### src/include/sps_map.svh
`ifndef SPS_MAP_SVH
`define SPS_MAP_SVH
// channel counts
`define SPS_DI_N        8
`define SPS_DO_N        3
// timing
`define SPS_CLK_PS      5000
`define SPS_CYCLE_MS    100
`define SPS_MON_MS      150
// frame coverage constants for the checksum
`define SPS_ADDR        16'h0a5c
`define SPS_PARAM       8'h3c
`define SPS_CRC_POLY    16'h1021
`define SPS_CRC_INIT    16'hffff
// device status byte
`define SPS_ST_FAULT    0
// host control byte
`define SPS_CT_ACK      0
`define SPS_CT_RESTART  1
`endif

### src/include/sps_pkg.sv
package sps_pkg;
  typedef enum logic [1:0] {
    SPS_PASS  = 2'b00,
    SPS_WAIT  = 2'b01,
    SPS_OPER  = 2'b10
  } sps_state_e;

  typedef struct packed {
    sps_state_e  st;
    logic [31:0] cycCnt;
    logic [31:0] wdCnt;
    logic        commFault;
    logic        synced;
    logic [7:0]  rxMonExp;
    logic [7:0]  txMon;
    logic [7:0]  inData;
    logic        ackPend;
    logic        restartPend;
    logic [7:0]  programIn;
    logic        passivated;
    logic        txValid;
    logic [7:0]  txData;
    logic [7:0]  txCtrl;
    logic [7:0]  txMonNum;
    logic [15:0] txCrc;
  } sps_state_s;
endpackage

### src/design/sps_host.sv
// Overview of operation
// zero, de-energized, is the safe value on every channel.
// device starts with all channels passivated.
// device passivates on module-wide faults.
// device passivates on safety communication errors.
// device passivates faulty channels.
// passivated outputs are driven to zero whatever the host commands.
// host hands zero to the program for passivated inputs.
// reintegrate only after the fault has been seen to clear.
// reintegration is automatic or waits for a program acknowledge.
// frame holds data, coordination byte, monitoring number, checksum.
// each sender advances its monitoring number every frame.
// host sends a frame once per cycle interval, default 100 ms.
// receiver needs a fresh valid frame within the monitoring time.
// device forces all channels safe on monitoring timeout; sps_dev has no monitoring timer and keeps dout at its last value.
// checksum covers data, address reference and safety parameters.
// device passivates on checksum mismatch.
// communication faults reintegrate once error-free traffic returns.
// some module faults stay until power cycling.
// host tries to reintegrate every module on program restart.
// device latches each cause until its reintegration condition holds; sps_dev latches only fatal.
`include "sps_map.svh"
`timescale 1ns/1ps
`default_nettype none
module sps_host
  import sps_pkg::*;
#(
  parameter int unsigned CYCLE_CYC = `SPS_CYCLE_MS * 1000000 / (`SPS_CLK_PS / 1000),
  parameter int unsigned MON_CYC   = `SPS_MON_MS * 1000000 / (`SPS_CLK_PS / 1000)
) (
  // clock and reset
  input  wire logic                 sys_clk,
  input  wire logic                 srst,
  // safety program side
  input  wire logic [`SPS_DO_N-1:0] programOut,
  input  wire logic                 autoReint,
  input  wire logic                 ackReint,
  input  wire logic                 restart,
  output logic [`SPS_DI_N-1:0]      programIn,
  output logic                      passivated,
  output logic                      commFault,
  // frame to device
  output logic                      txValid,
  output logic [7:0]                txData,
  output logic [7:0]                txCtrl,
  output logic [7:0]                txMonNum,
  output logic [15:0]               txCrc,
  // frame from device
  input  wire logic                 rxValid,
  input  wire logic [7:0]           rxData,
  input  wire logic [7:0]           rxStatus,
  input  wire logic [7:0]           rxMonNum,
  input  wire logic [15:0]          rxCrc
);
  sps_state_s s;
  sps_state_s next_s;
  logic       crcOk;
  logic       seqOk;
  logic       frameOk;
  logic       devFault;
  logic       timeout;
  logic [7:0] sendData;
  logic [7:0] sendCtrl;

  function automatic logic [15:0] crcCalc(input logic [47:0] msg);
    logic [15:0] c;
    c = `SPS_CRC_INIT;
    for (int i = 47; i >= 0; i--) begin
      c = {c[14:0], 1'b0} ^ ((c[15] ^ msg[i]) ? `SPS_CRC_POLY : 16'h0000);
    end
    return c;
  endfunction

  assign crcOk    = rxCrc == crcCalc({`SPS_ADDR, rxData, rxStatus, rxMonNum, `SPS_PARAM});
  assign seqOk    = !s.synced || rxMonNum == s.rxMonExp;
  assign frameOk  = rxValid && crcOk && seqOk;
  assign devFault = frameOk && rxStatus[`SPS_ST_FAULT];
  // a frame arriving on the last counted cycle still counts as in time
  assign timeout  = s.wdCnt == MON_CYC - 1 && !frameOk;

  always_comb begin
    next_s = s;
    next_s.txValid = 1'b0;
    sendData = (s.st == SPS_OPER) ? {{(8-`SPS_DO_N){1'b0}}, programOut} : 8'h00;
    sendCtrl = 8'h00;
    sendCtrl[`SPS_CT_ACK] = s.ackPend;
    sendCtrl[`SPS_CT_RESTART] = s.restartPend;
    // cyclic frame transmission
    if (s.cycCnt == CYCLE_CYC - 1) begin
      next_s.cycCnt = 32'h0;
      next_s.txValid = 1'b1;
      next_s.txData = sendData;
      next_s.txCtrl = sendCtrl;
      next_s.txMonNum = s.txMon;
      next_s.txCrc = crcCalc({`SPS_ADDR, sendData, sendCtrl, s.txMon, `SPS_PARAM});
      next_s.txMon = s.txMon + 8'h01;
      next_s.ackPend = 1'b0;
      next_s.restartPend = 1'b0;
    end else begin
      next_s.cycCnt = s.cycCnt + 32'h1;
    end
    // receive supervision
    if (frameOk) begin
      next_s.wdCnt = 32'h0;
      next_s.synced = 1'b1;
      next_s.rxMonExp = rxMonNum + 8'h01;
      next_s.inData = rxData;
      next_s.commFault = 1'b0;
    end else if (rxValid || timeout) begin
      next_s.commFault = 1'b1;
      // far counter moved on: take the next good frame as a fresh start
      next_s.synced = 1'b0;
    end
    if (!frameOk && !timeout) begin
      next_s.wdCnt = s.wdCnt + 32'h1;
    end
    // passivation and reintegration
    case (s.st)
      SPS_PASS: begin
        if (frameOk && !devFault) begin
          next_s.st = autoReint ? SPS_OPER : SPS_WAIT;
        end
      end
      SPS_WAIT: begin
        if (ackReint) begin
          next_s.st = SPS_OPER;
          next_s.ackPend = 1'b1;
        end
      end
      SPS_OPER: begin
        next_s.st = SPS_OPER;
      end
      default: begin
        next_s.st = SPS_PASS;
      end
    endcase
    if (devFault || (rxValid && !frameOk) || timeout) begin
      next_s.st = SPS_PASS;
    end
    if (restart) begin
      next_s.st = SPS_PASS;
      next_s.restartPend = 1'b1;
      next_s.ackPend = 1'b1;
      next_s.synced = 1'b0;
      next_s.wdCnt = 32'h0;
    end
    next_s.passivated = next_s.st != SPS_OPER;
    next_s.programIn = (next_s.st == SPS_OPER) ? next_s.inData : 8'h00;
  end

  always_ff @(posedge sys_clk) begin
    if (srst) begin
      s <= '0;
      s.passivated <= 1'b1;
    end else begin
      s <= next_s;
    end
  end

  assign programIn  = s.programIn;
  assign passivated = s.passivated;
  assign commFault  = s.commFault;
  assign txValid    = s.txValid;
  assign txData     = s.txData;
  assign txCtrl     = s.txCtrl;
  assign txMonNum   = s.txMonNum;
  assign txCrc      = s.txCrc;

  // checking helpers
  logic [31:0] gapCnt;
  logic [7:0]  lastMon;
  logic        sentOnce;
  always_ff @(posedge sys_clk) begin
    if (srst) begin
      gapCnt <= 32'h0;
      lastMon <= 8'h00;
      sentOnce <= 1'b0;
    end else begin
      gapCnt <= txValid ? 32'h1 : gapCnt + 32'h1;
      if (txValid) begin
        lastMon <= txMonNum;
        sentOnce <= 1'b1;
      end
    end
  end
endmodule
`default_nettype wire

### config.mk
export PLATFORM = sky130hd
export DESIGN_NAME = sps_host
export DESIGN_NICKNAME = d
export VERILOG_FILES = /design/src/include/sps_pkg.sv /design/src/design/sps_host.sv
export VERILOG_INCLUDE_DIRS = /design/src /design/src/include
export SDC_FILE = /design/constraint.sdc
export NUM_CORES = 1
export LEC_CHECK = 0
export BUFFER_PORTS_ARGS = -buffer_cell sky130_fd_sc_hd__buf_2
export CORE_MARGIN = 2
export CORE_UTILIZATION = 58
export CTS_BUF_LIST = sky130_fd_sc_hd__clkbuf_16
export DETAILED_ROUTE_END_ITERATION = 7
export PLACE_DENSITY = 0.8
export SYNTH_ARGS = -nofsm -noshare
export SYNTH_HDL_FRONTEND = slang
export SYNTH_SLANG_ARGS = --single-unit
### constraint.sdc
create_clock -name sys_clk -period 4.03 [get_ports sys_clk]
set_input_delay 0.2015 -clock sys_clk [delete_from_list [all_inputs] [get_ports sys_clk]]
set_output_delay 0.2015 -clock sys_clk [all_outputs]
set_load 0.02 [all_outputs]
==> results of run 1 <==
[final timing paths]
check,cells after the start,start,end,slack (ns)
worst max register to register,8,s[112],s[65],1.27
worst min-delay path,3,restart,s[50],0.09
worst max-delay path,9,rxData[4],passivated,1.07
worst min register to register,2,s[59],s[59],0.47
[area by class of cell]
cell class / count / share of cell area
flip-flops and latches: 133 / 0.317
repair buffers: 97 / 0.0604
clock inverters: 15 / 0.0243
inverters: 7 / 0.00313
well taps: 172 / 0.0256
clock buffers: 17 / 0.0506
multi-input cells: 605 / 0.519
[synth_stat cells (4+ instances only)]
cell type	instances	area, um2
o21ai_0	5	25.0
ha_1	4	50.1
a31o_2	9	78.8
mux2i_1	22	220
a211oi_1	14	105
nand4_1	29	181
nor3_1	13	65.1
xor2_1	73	639
xnor3_1	18	405
nand2_1	43	161
dfxtp_1	133	2660
buf_2	10	50.1
nor2b_1	5	31.3
and3_1	30	188
xor3_1	5	119
xnor2_1	90	788
a21oi_1	20	100
or3_1	4	25.0
a31oi_1	7	43.8
and2_1	5	31.3
nand3_1	32	160
xor2_2	4	65.1
clkbuf_1	29	109
nor2_1	116	435
buf_4	50	375
o31ai_1	9	67.6
inv_1	7	26.3
nor4_1	6	37.5
[worst max-delay path, cell delays in order]
cell and delay [ns]:
buf_2 0.16, xnor3_1 0.45, xor2_2 0.36, xnor3_1 0.53, xnor2_1 0.20, mux2i_1 0.27
and3_1 0.21, and3_1 0.63, o21ai_0 0.19
[stage by stage]
step | hold slack [ns] | utilization | cell area, um2 | cells | total power, W
after detailed placement | 0.455 | 0.614 | 7780 | 1014 | 0.00214
after global routing | 0.0747 | 0.663 | 8410 | 1046 | 0.00389
after CTS | 0.0804 | 0.663 | 8410 | 1046 | 0.00376
after global placement | 0.444 | 0.614 | 7780 | 1014 | 0.00213
after floorplan | 0.294 | - | 7620 | 837 | 0.00199
final | 0.0892 | 0.663 | 8410 | 1046 | 0.00375
[registers in the layout (all words and copies together) (netlist names)]
signal and cells:
txCrc 16, txData 3, commFault 1, txCtrl 2, txValid 1, s 93, programIn 8, passivated 1
txMonNum 8
[logic make-up after synthesis]
family,count (synthesis)
other cells,1
simple gates,302
fa+ha+maj,4
xor+xnor,194
flops,133
mux,22
compound gates,72
buf+inv,99
[routing by layer]
| metal | track usage | wire, um |
|---|---|---|
| met5 | 0 | 0 |
| met2 | 0.374 | 7490 |
| met3 | 0.0507 | 824 |
| met4 | 0.0678 | 238 |
| met1 | 0.298 | 7130 |
[report_power, final]
part,switching (W),leakage [nW],internal (W)
clock network,0.000587,0.300,0.00104
logic,0.000415,2.05,0.000379
registers,0.00000766,1.07,0.00132
==> impl_metrics.json, run 1 <==
{
  "status": "complete, no violations",
  "ant_nets": 0,
  "slew_headroom": 0.336,
  "yosys.area_share.simple": 0.194,
  "crit_required_ns": 4.29,
  "cts_tree": "done",
  "htreeDepth": 4,
  "fin_tns_setup_ns": 0,
  "most-common-layout-cells": "dfxtp_1, nor2_1, xnor2_1",
  "antenna_found_initial": 0,
  "grt_remaining_overflow": 0,
  "hp-class": "input pin to flip-flop",
  "portBuffers": 88,
  "fillers": 1019,
  "worstMarginPinSlew_ns": 0.988,
  "synth.avg_cell_area_um2": 9.16,
  "seqCellArea_mm2": 0.00266,
  "ir_drop_v": 0.000482,
  "diodes": 0,
  "synth_top_family_by_area": "XOR/XNOR gates",
  "vias": 5638,
  "ios": 100,
  "ys.flop_type": "dfxtp_1",
  "rows": 41,
  "grt_max_degree": 61,
  "core-area_mm2": 0.0127,
  "setup_slack_ns": 1.07,
  "synth-compound-area-share": 0.0639,
  "holdBufCountCts": 0,
  "multiInputGateArea_mm2": 0.00437,
  "crit_fanout": 18,
  "netlist_area_mm2": 0.00758,
  "postSynthCellCount": 827,
  "synthDistinctLibCells": 51,
  "place.gp.congestion": 0.945,
  "critPathLaunchType": "input pin",
  "cts_buffers": 17,
  "power_leakage_nw": 3.42,
  "routed_wl_um": 15700,
  "period_minus_slack_ns": 2.96,
  "cts_resized": 0,
  "cts_setup_buffers": 0,
  "grt_usage": 0.227,
  "hold_violations": 0,
  "routed_via_density": 5.39,
  "async_flop_share": 0,
  "period_share": 0.735,
  "maxCapViolCount": 0,
  "grt_pass1_wl_um": 26000,
  "crit_type": "input pin to flip-flop",
  "dr.pass1.iters": 4,
  "yosys_register_bits": 133,
  "yosysWarnings": 0,
  "max_freq_mhz": 338,
  "initial_utilization": 0.598,
  "synth-xor-area-share": 0.276,
  "power.density_mw_per_mm2": 446,
  "synth_edf_count": 0,
  "dp_hpwl_um": 10800,
  "synth_adder_area_share": 0.00660,
  "drc_errors": 0,
  "pre_cts_ws_ns": 0.651,
  "finClkSkew_ns": 0.00603,
  "dieArea_mm2": 0.0140,
  "wire_per_inst_um": 15.0,
  "worstPathArrival_ns": 3.22,
  "dieHeight_um": 118,
  "drt_iter0_drc": 383,
  "grt_pass1_vias": 5398,
  "clockBufferDepth": 2,
  "layout_commonest_cell": "dfxtp_1",
  "clock_latency_ns": 0.41,
  "path_clk_slew_ns": 0.06,
  "die_w_um": 118,
  "muxShareOfSynthArea": 0.0291,
  "rsz0062_at_grt": "false",
  "slew_viol_final": 0,
  "drive_above_1_share": 0.172,
  "yosysSeqAreaShare": 0.351,
  "num-nets-final": 914,
  "setup_viol": 0,
  "area_delta_synth_final_pct": 10.9,
  "worstSetupEndpointType": "flip-flop",
  "clock_sinks": 133,
  "cts_root_buf": "clkbuf_16"
}
Note: power is estimated with default switching activity, not from simulation.
==> run 2, diff against run 1 <==
- ABC_AREA: default -> 1
- CORE_UTILIZATION: 58 -> 60
- PLACE_DENSITY: 0.8 -> 0.82
- clock period: 4.03 -> 2.8 ns (I/O delays scaled with it)
==> run 2 against run 1 <==
  * Utilization rose by 4.3 points
  * Cell area rose by 17%
  * Sequential power rose by 44%
  * Worst setup slack got worse by 1.0 ns
  * Hold slack got worse by 0.073 ns
  * First-iteration DRC count rose by 75%
  * Clock skew rose by 0.0019 ns
  * Clock power rose by 35%
  * Synthesized cell count rose by 56%
  * Non-clock buffer count rose by 24
  * Final cell count rose by 50%
==> impl_metrics.json, run 2 <==
{
  "yosysMostFrequentCell": "nand2_1",
  "crit_path_top_delay_cell": "dfxtp_2",
  "rsz0062_at_grt": "true",
  "cp_slowest_stage_delay_ns": 0.35,
  "fillers": 1164,
  "startpoint": "s[110]",
  "cts_root_buf": "clkbuf_16",
  "place.gp.congestion": 0.957,
  "final_cell_count_no_fill": 1566,
  "ys_top_cells_by_count": "nand2_1, inv_1, dfxtp_1, nor2_1, nand3_1",
  "cts_buffers": 17,
  "num-nets-final": 1425,
  "drive_above_1_share": 0.194,
  "async_flop_share": 0,
  "synth_top_family_by_area": "simple AND/OR/NAND/NOR gates",
  "postSynthCellCount": 1291,
  "yosys.area_share.simple": 0.385,
  "crit_required_ns": 3.11,
  "crit_type": "flip-flop to flip-flop",
  "grt_usage": 0.275,
  "initial_utilization": 0.619,
  "grt_pass1_wl_um": 33500,
  "clockBufferDepth": 2,
  "period_share": 0.981,
  "hp-class": "input pin to flip-flop",
  "largest_reg_flops": 93,
  "cp_common_cell": "nand2_2",
  "dieHeight_um": 124,
  "yosysSeqAreaShare": 0.308,
  "max_freq_mhz": 364,
  "synthTopCellsByArea": "dfxtp_1, nand2_1, inv_1",
  "maxCapViolCount": 0,
  "rows": 43,
  "wire_per_inst_um": 13.6,
  "ant_nets": 0,
  "grt_max_degree": 31,
  "status": "complete, no violations",
  "synth_edf_count": 0,
  "synth-compound-area-share": 0.0763,
  "crit_family": "simple AND/OR/NAND/NOR gates",
  "dpl.cell_count": 1528,
  "post-route-util": 0.706,
  "cp_cell_sequence": "ha_4, nand2_2, nor2_2, inv_2, nor2_4, nand2_2, nor2_4, nand3_2, nor3_4, nand2_2, nor4_4, nand4_1, nor2_2, nand2_2, nor2_4, nand2_1, o21ai_1, a21oi_1",
  "ios": 100,
  "worstHoldStart": "rxMonNum[0]",
  "die_w_um": 124,
  "drt_iter0_drc": 671,
  "yosys_register_bits": 133,
  "most-common-layout-cells": "nand2_1, inv_1, dfxtp_1",
  "layout_commonest_cell": "nand2_1",
  "yosysWarnings": 0,
  "netlist_area_mm2": 0.00866,
  "routed_via_density": 5.28,
  "crit_fanout": 3,
  "path_clk_slew_ns": 0.06,
  "htreeDepth": 4,
  "setup_viol": 0,
  "seqCellArea_mm2": 0.00267,
  "antenna_found_initial": 1,
  "top_register": "s",
  "hold_violations": 0,
  "rr_startpoint": "s[110]",
  "synth_top_area_frac": 0.308,
  "place_area_mm2": 0.00913,
  "worstMarginPinSlew_ns": 0.543,
  "period_minus_slack_ns": 2.75,
  "finClkSkew_ns": 0.00791,
  "synth.avg_cell_area_um2": 6.70,
  "worstSetupEndpointType": "flip-flop",
  "slew_viol_final": 0,
  "multiInputGateArea_mm2": 0.00496,
  "power.density_mw_per_mm2": 546,
  "drc_errors": 0,
  "grt_remaining_overflow": 0,
  "critPathBufInv": 1,
  "ys.flop_type": "dfxtp_1",
  "cts_tree": "done",
  "dp_hpwl_um": 15900,
  "power_leakage_nw": 4.62,
  "slew_headroom": 0.637,
  "muxShareOfSynthArea": 0,
  "portBuffers": 88,
  "dr.pass1.iters": 5,
  "core-area_mm2": 0.0140,
  "synthDistinctLibCells": 51,
  "clock_sinks": 133,
  "synth_adder_area_share": 0.00578,
  "synth-xor-area-share": 0.0869,
  "power_w": 0.00539,
  "routed_wl_um": 21300,
  "dieArea_mm2": 0.0154,
  "ir_drop_v": 0.000489,
  "area_delta_synth_final_pct": 14.1,
  "grt_pass1_vias": 7486,
  "final_area_mm2": 0.00988,
  "vias": 8275,
  "yosys.area.top_type": "dfxtp_1",
  "critPathLaunchType": "flip-flop",
  "clock_latency_ns": 0.42,
  "holdBufCountCts": 0,
  "worstPathArrival_ns": 3.05
}
==> run 2: worst reg2reg max path: cells and delay by family (launching register included) <==
| kind | cells | cell delay, ns |
|---|---|---|
| buffers and inverters | 1 | 0.05 |
| DFF | 1 | 0.35 |
| AOI/OAI and AO/OA | 2 | 0.17 |
| adders and majority gates | 1 | 0.14 |
| and+or+nand+nor | 14 | 1.91 |
==> run 2: worst paths after layout <==
path,cells after the start,slack (ns),to
worst max register to register,18,0.05,s[138]
worst min register to register,2,0.45,txCrc[2]
worst max-delay path,18,0.05,s[138]
worst min-delay path,2,0.02,s[68]
==> run 2: power breakdown <==
group / leakage (nW) / switching (W) / total [W] / internal [W]
clock: 0.282 / 0.000886 / 0.00220 / 0.00132
combinational: 3.26 / 0.000832 / 0.00128 / 0.000445
sequential: 1.07 / 0.00000825 / 0.00191 / 0.00190
total: 4.62 / 0.00173 / 0.00539 / 0.00366
==> run 2: cells by family after synthesis <==
family                   after synthesis
AND/OR/NAND/NOR                      701
XOR/XNOR                              85
adder cells (fa/ha/maj)                4
AO/OA/AOI/OAI                        112
other                                  1
flip-flops                           133
buffers and inverters                255
==> run 2: timing repair <==
action	in CTS	in global routing
cloned	0	0
buffers inserted	0	5
endpoints found under the setup margin	3	29
pin swaps	0	14
resized for setup	3	34
==> run 2: cell type report <==
| cell class | count | area share |
|---|---|---|
| inverter | 186 | 0.0712 |
| multi-input combinational | 913 | 0.502 |
| sequential | 133 | 0.270 |
| timing repair buffer | 121 | 0.0747 |
| antenna | 1 | 0.000253 |
| clock inverter | 15 | 0.0157 |
| clock buffer | 17 | 0.0431 |
| tap | 180 | 0.0228 |
==> run 2: metrics by stage <==
stage	setup WS, ns	hold WS, ns	setup TNS (ns)
2_1_floorplan	0.150	0.239	0
3_5_place_dp	-0.138	0.436	-3.55
5_1_grt	-0.131	0.0226	-0.371
6_report	0.0541	0.0164	0
4_1_cts	0.0682	0.0105	0
3_3_place_gp	-0.0876	0.433	-2.50
==> run 2: layer usage <==
| metal | GRT usage | part of all wire |
|---|---|---|
| met5 | 0 | 0 |
| met4 | 0.0997 | 0.023 |
| met3 | 0.0609 | 0.056 |
| met2 | 0.464 | 0.47 |
| met1 | 0.345 | 0.45 |
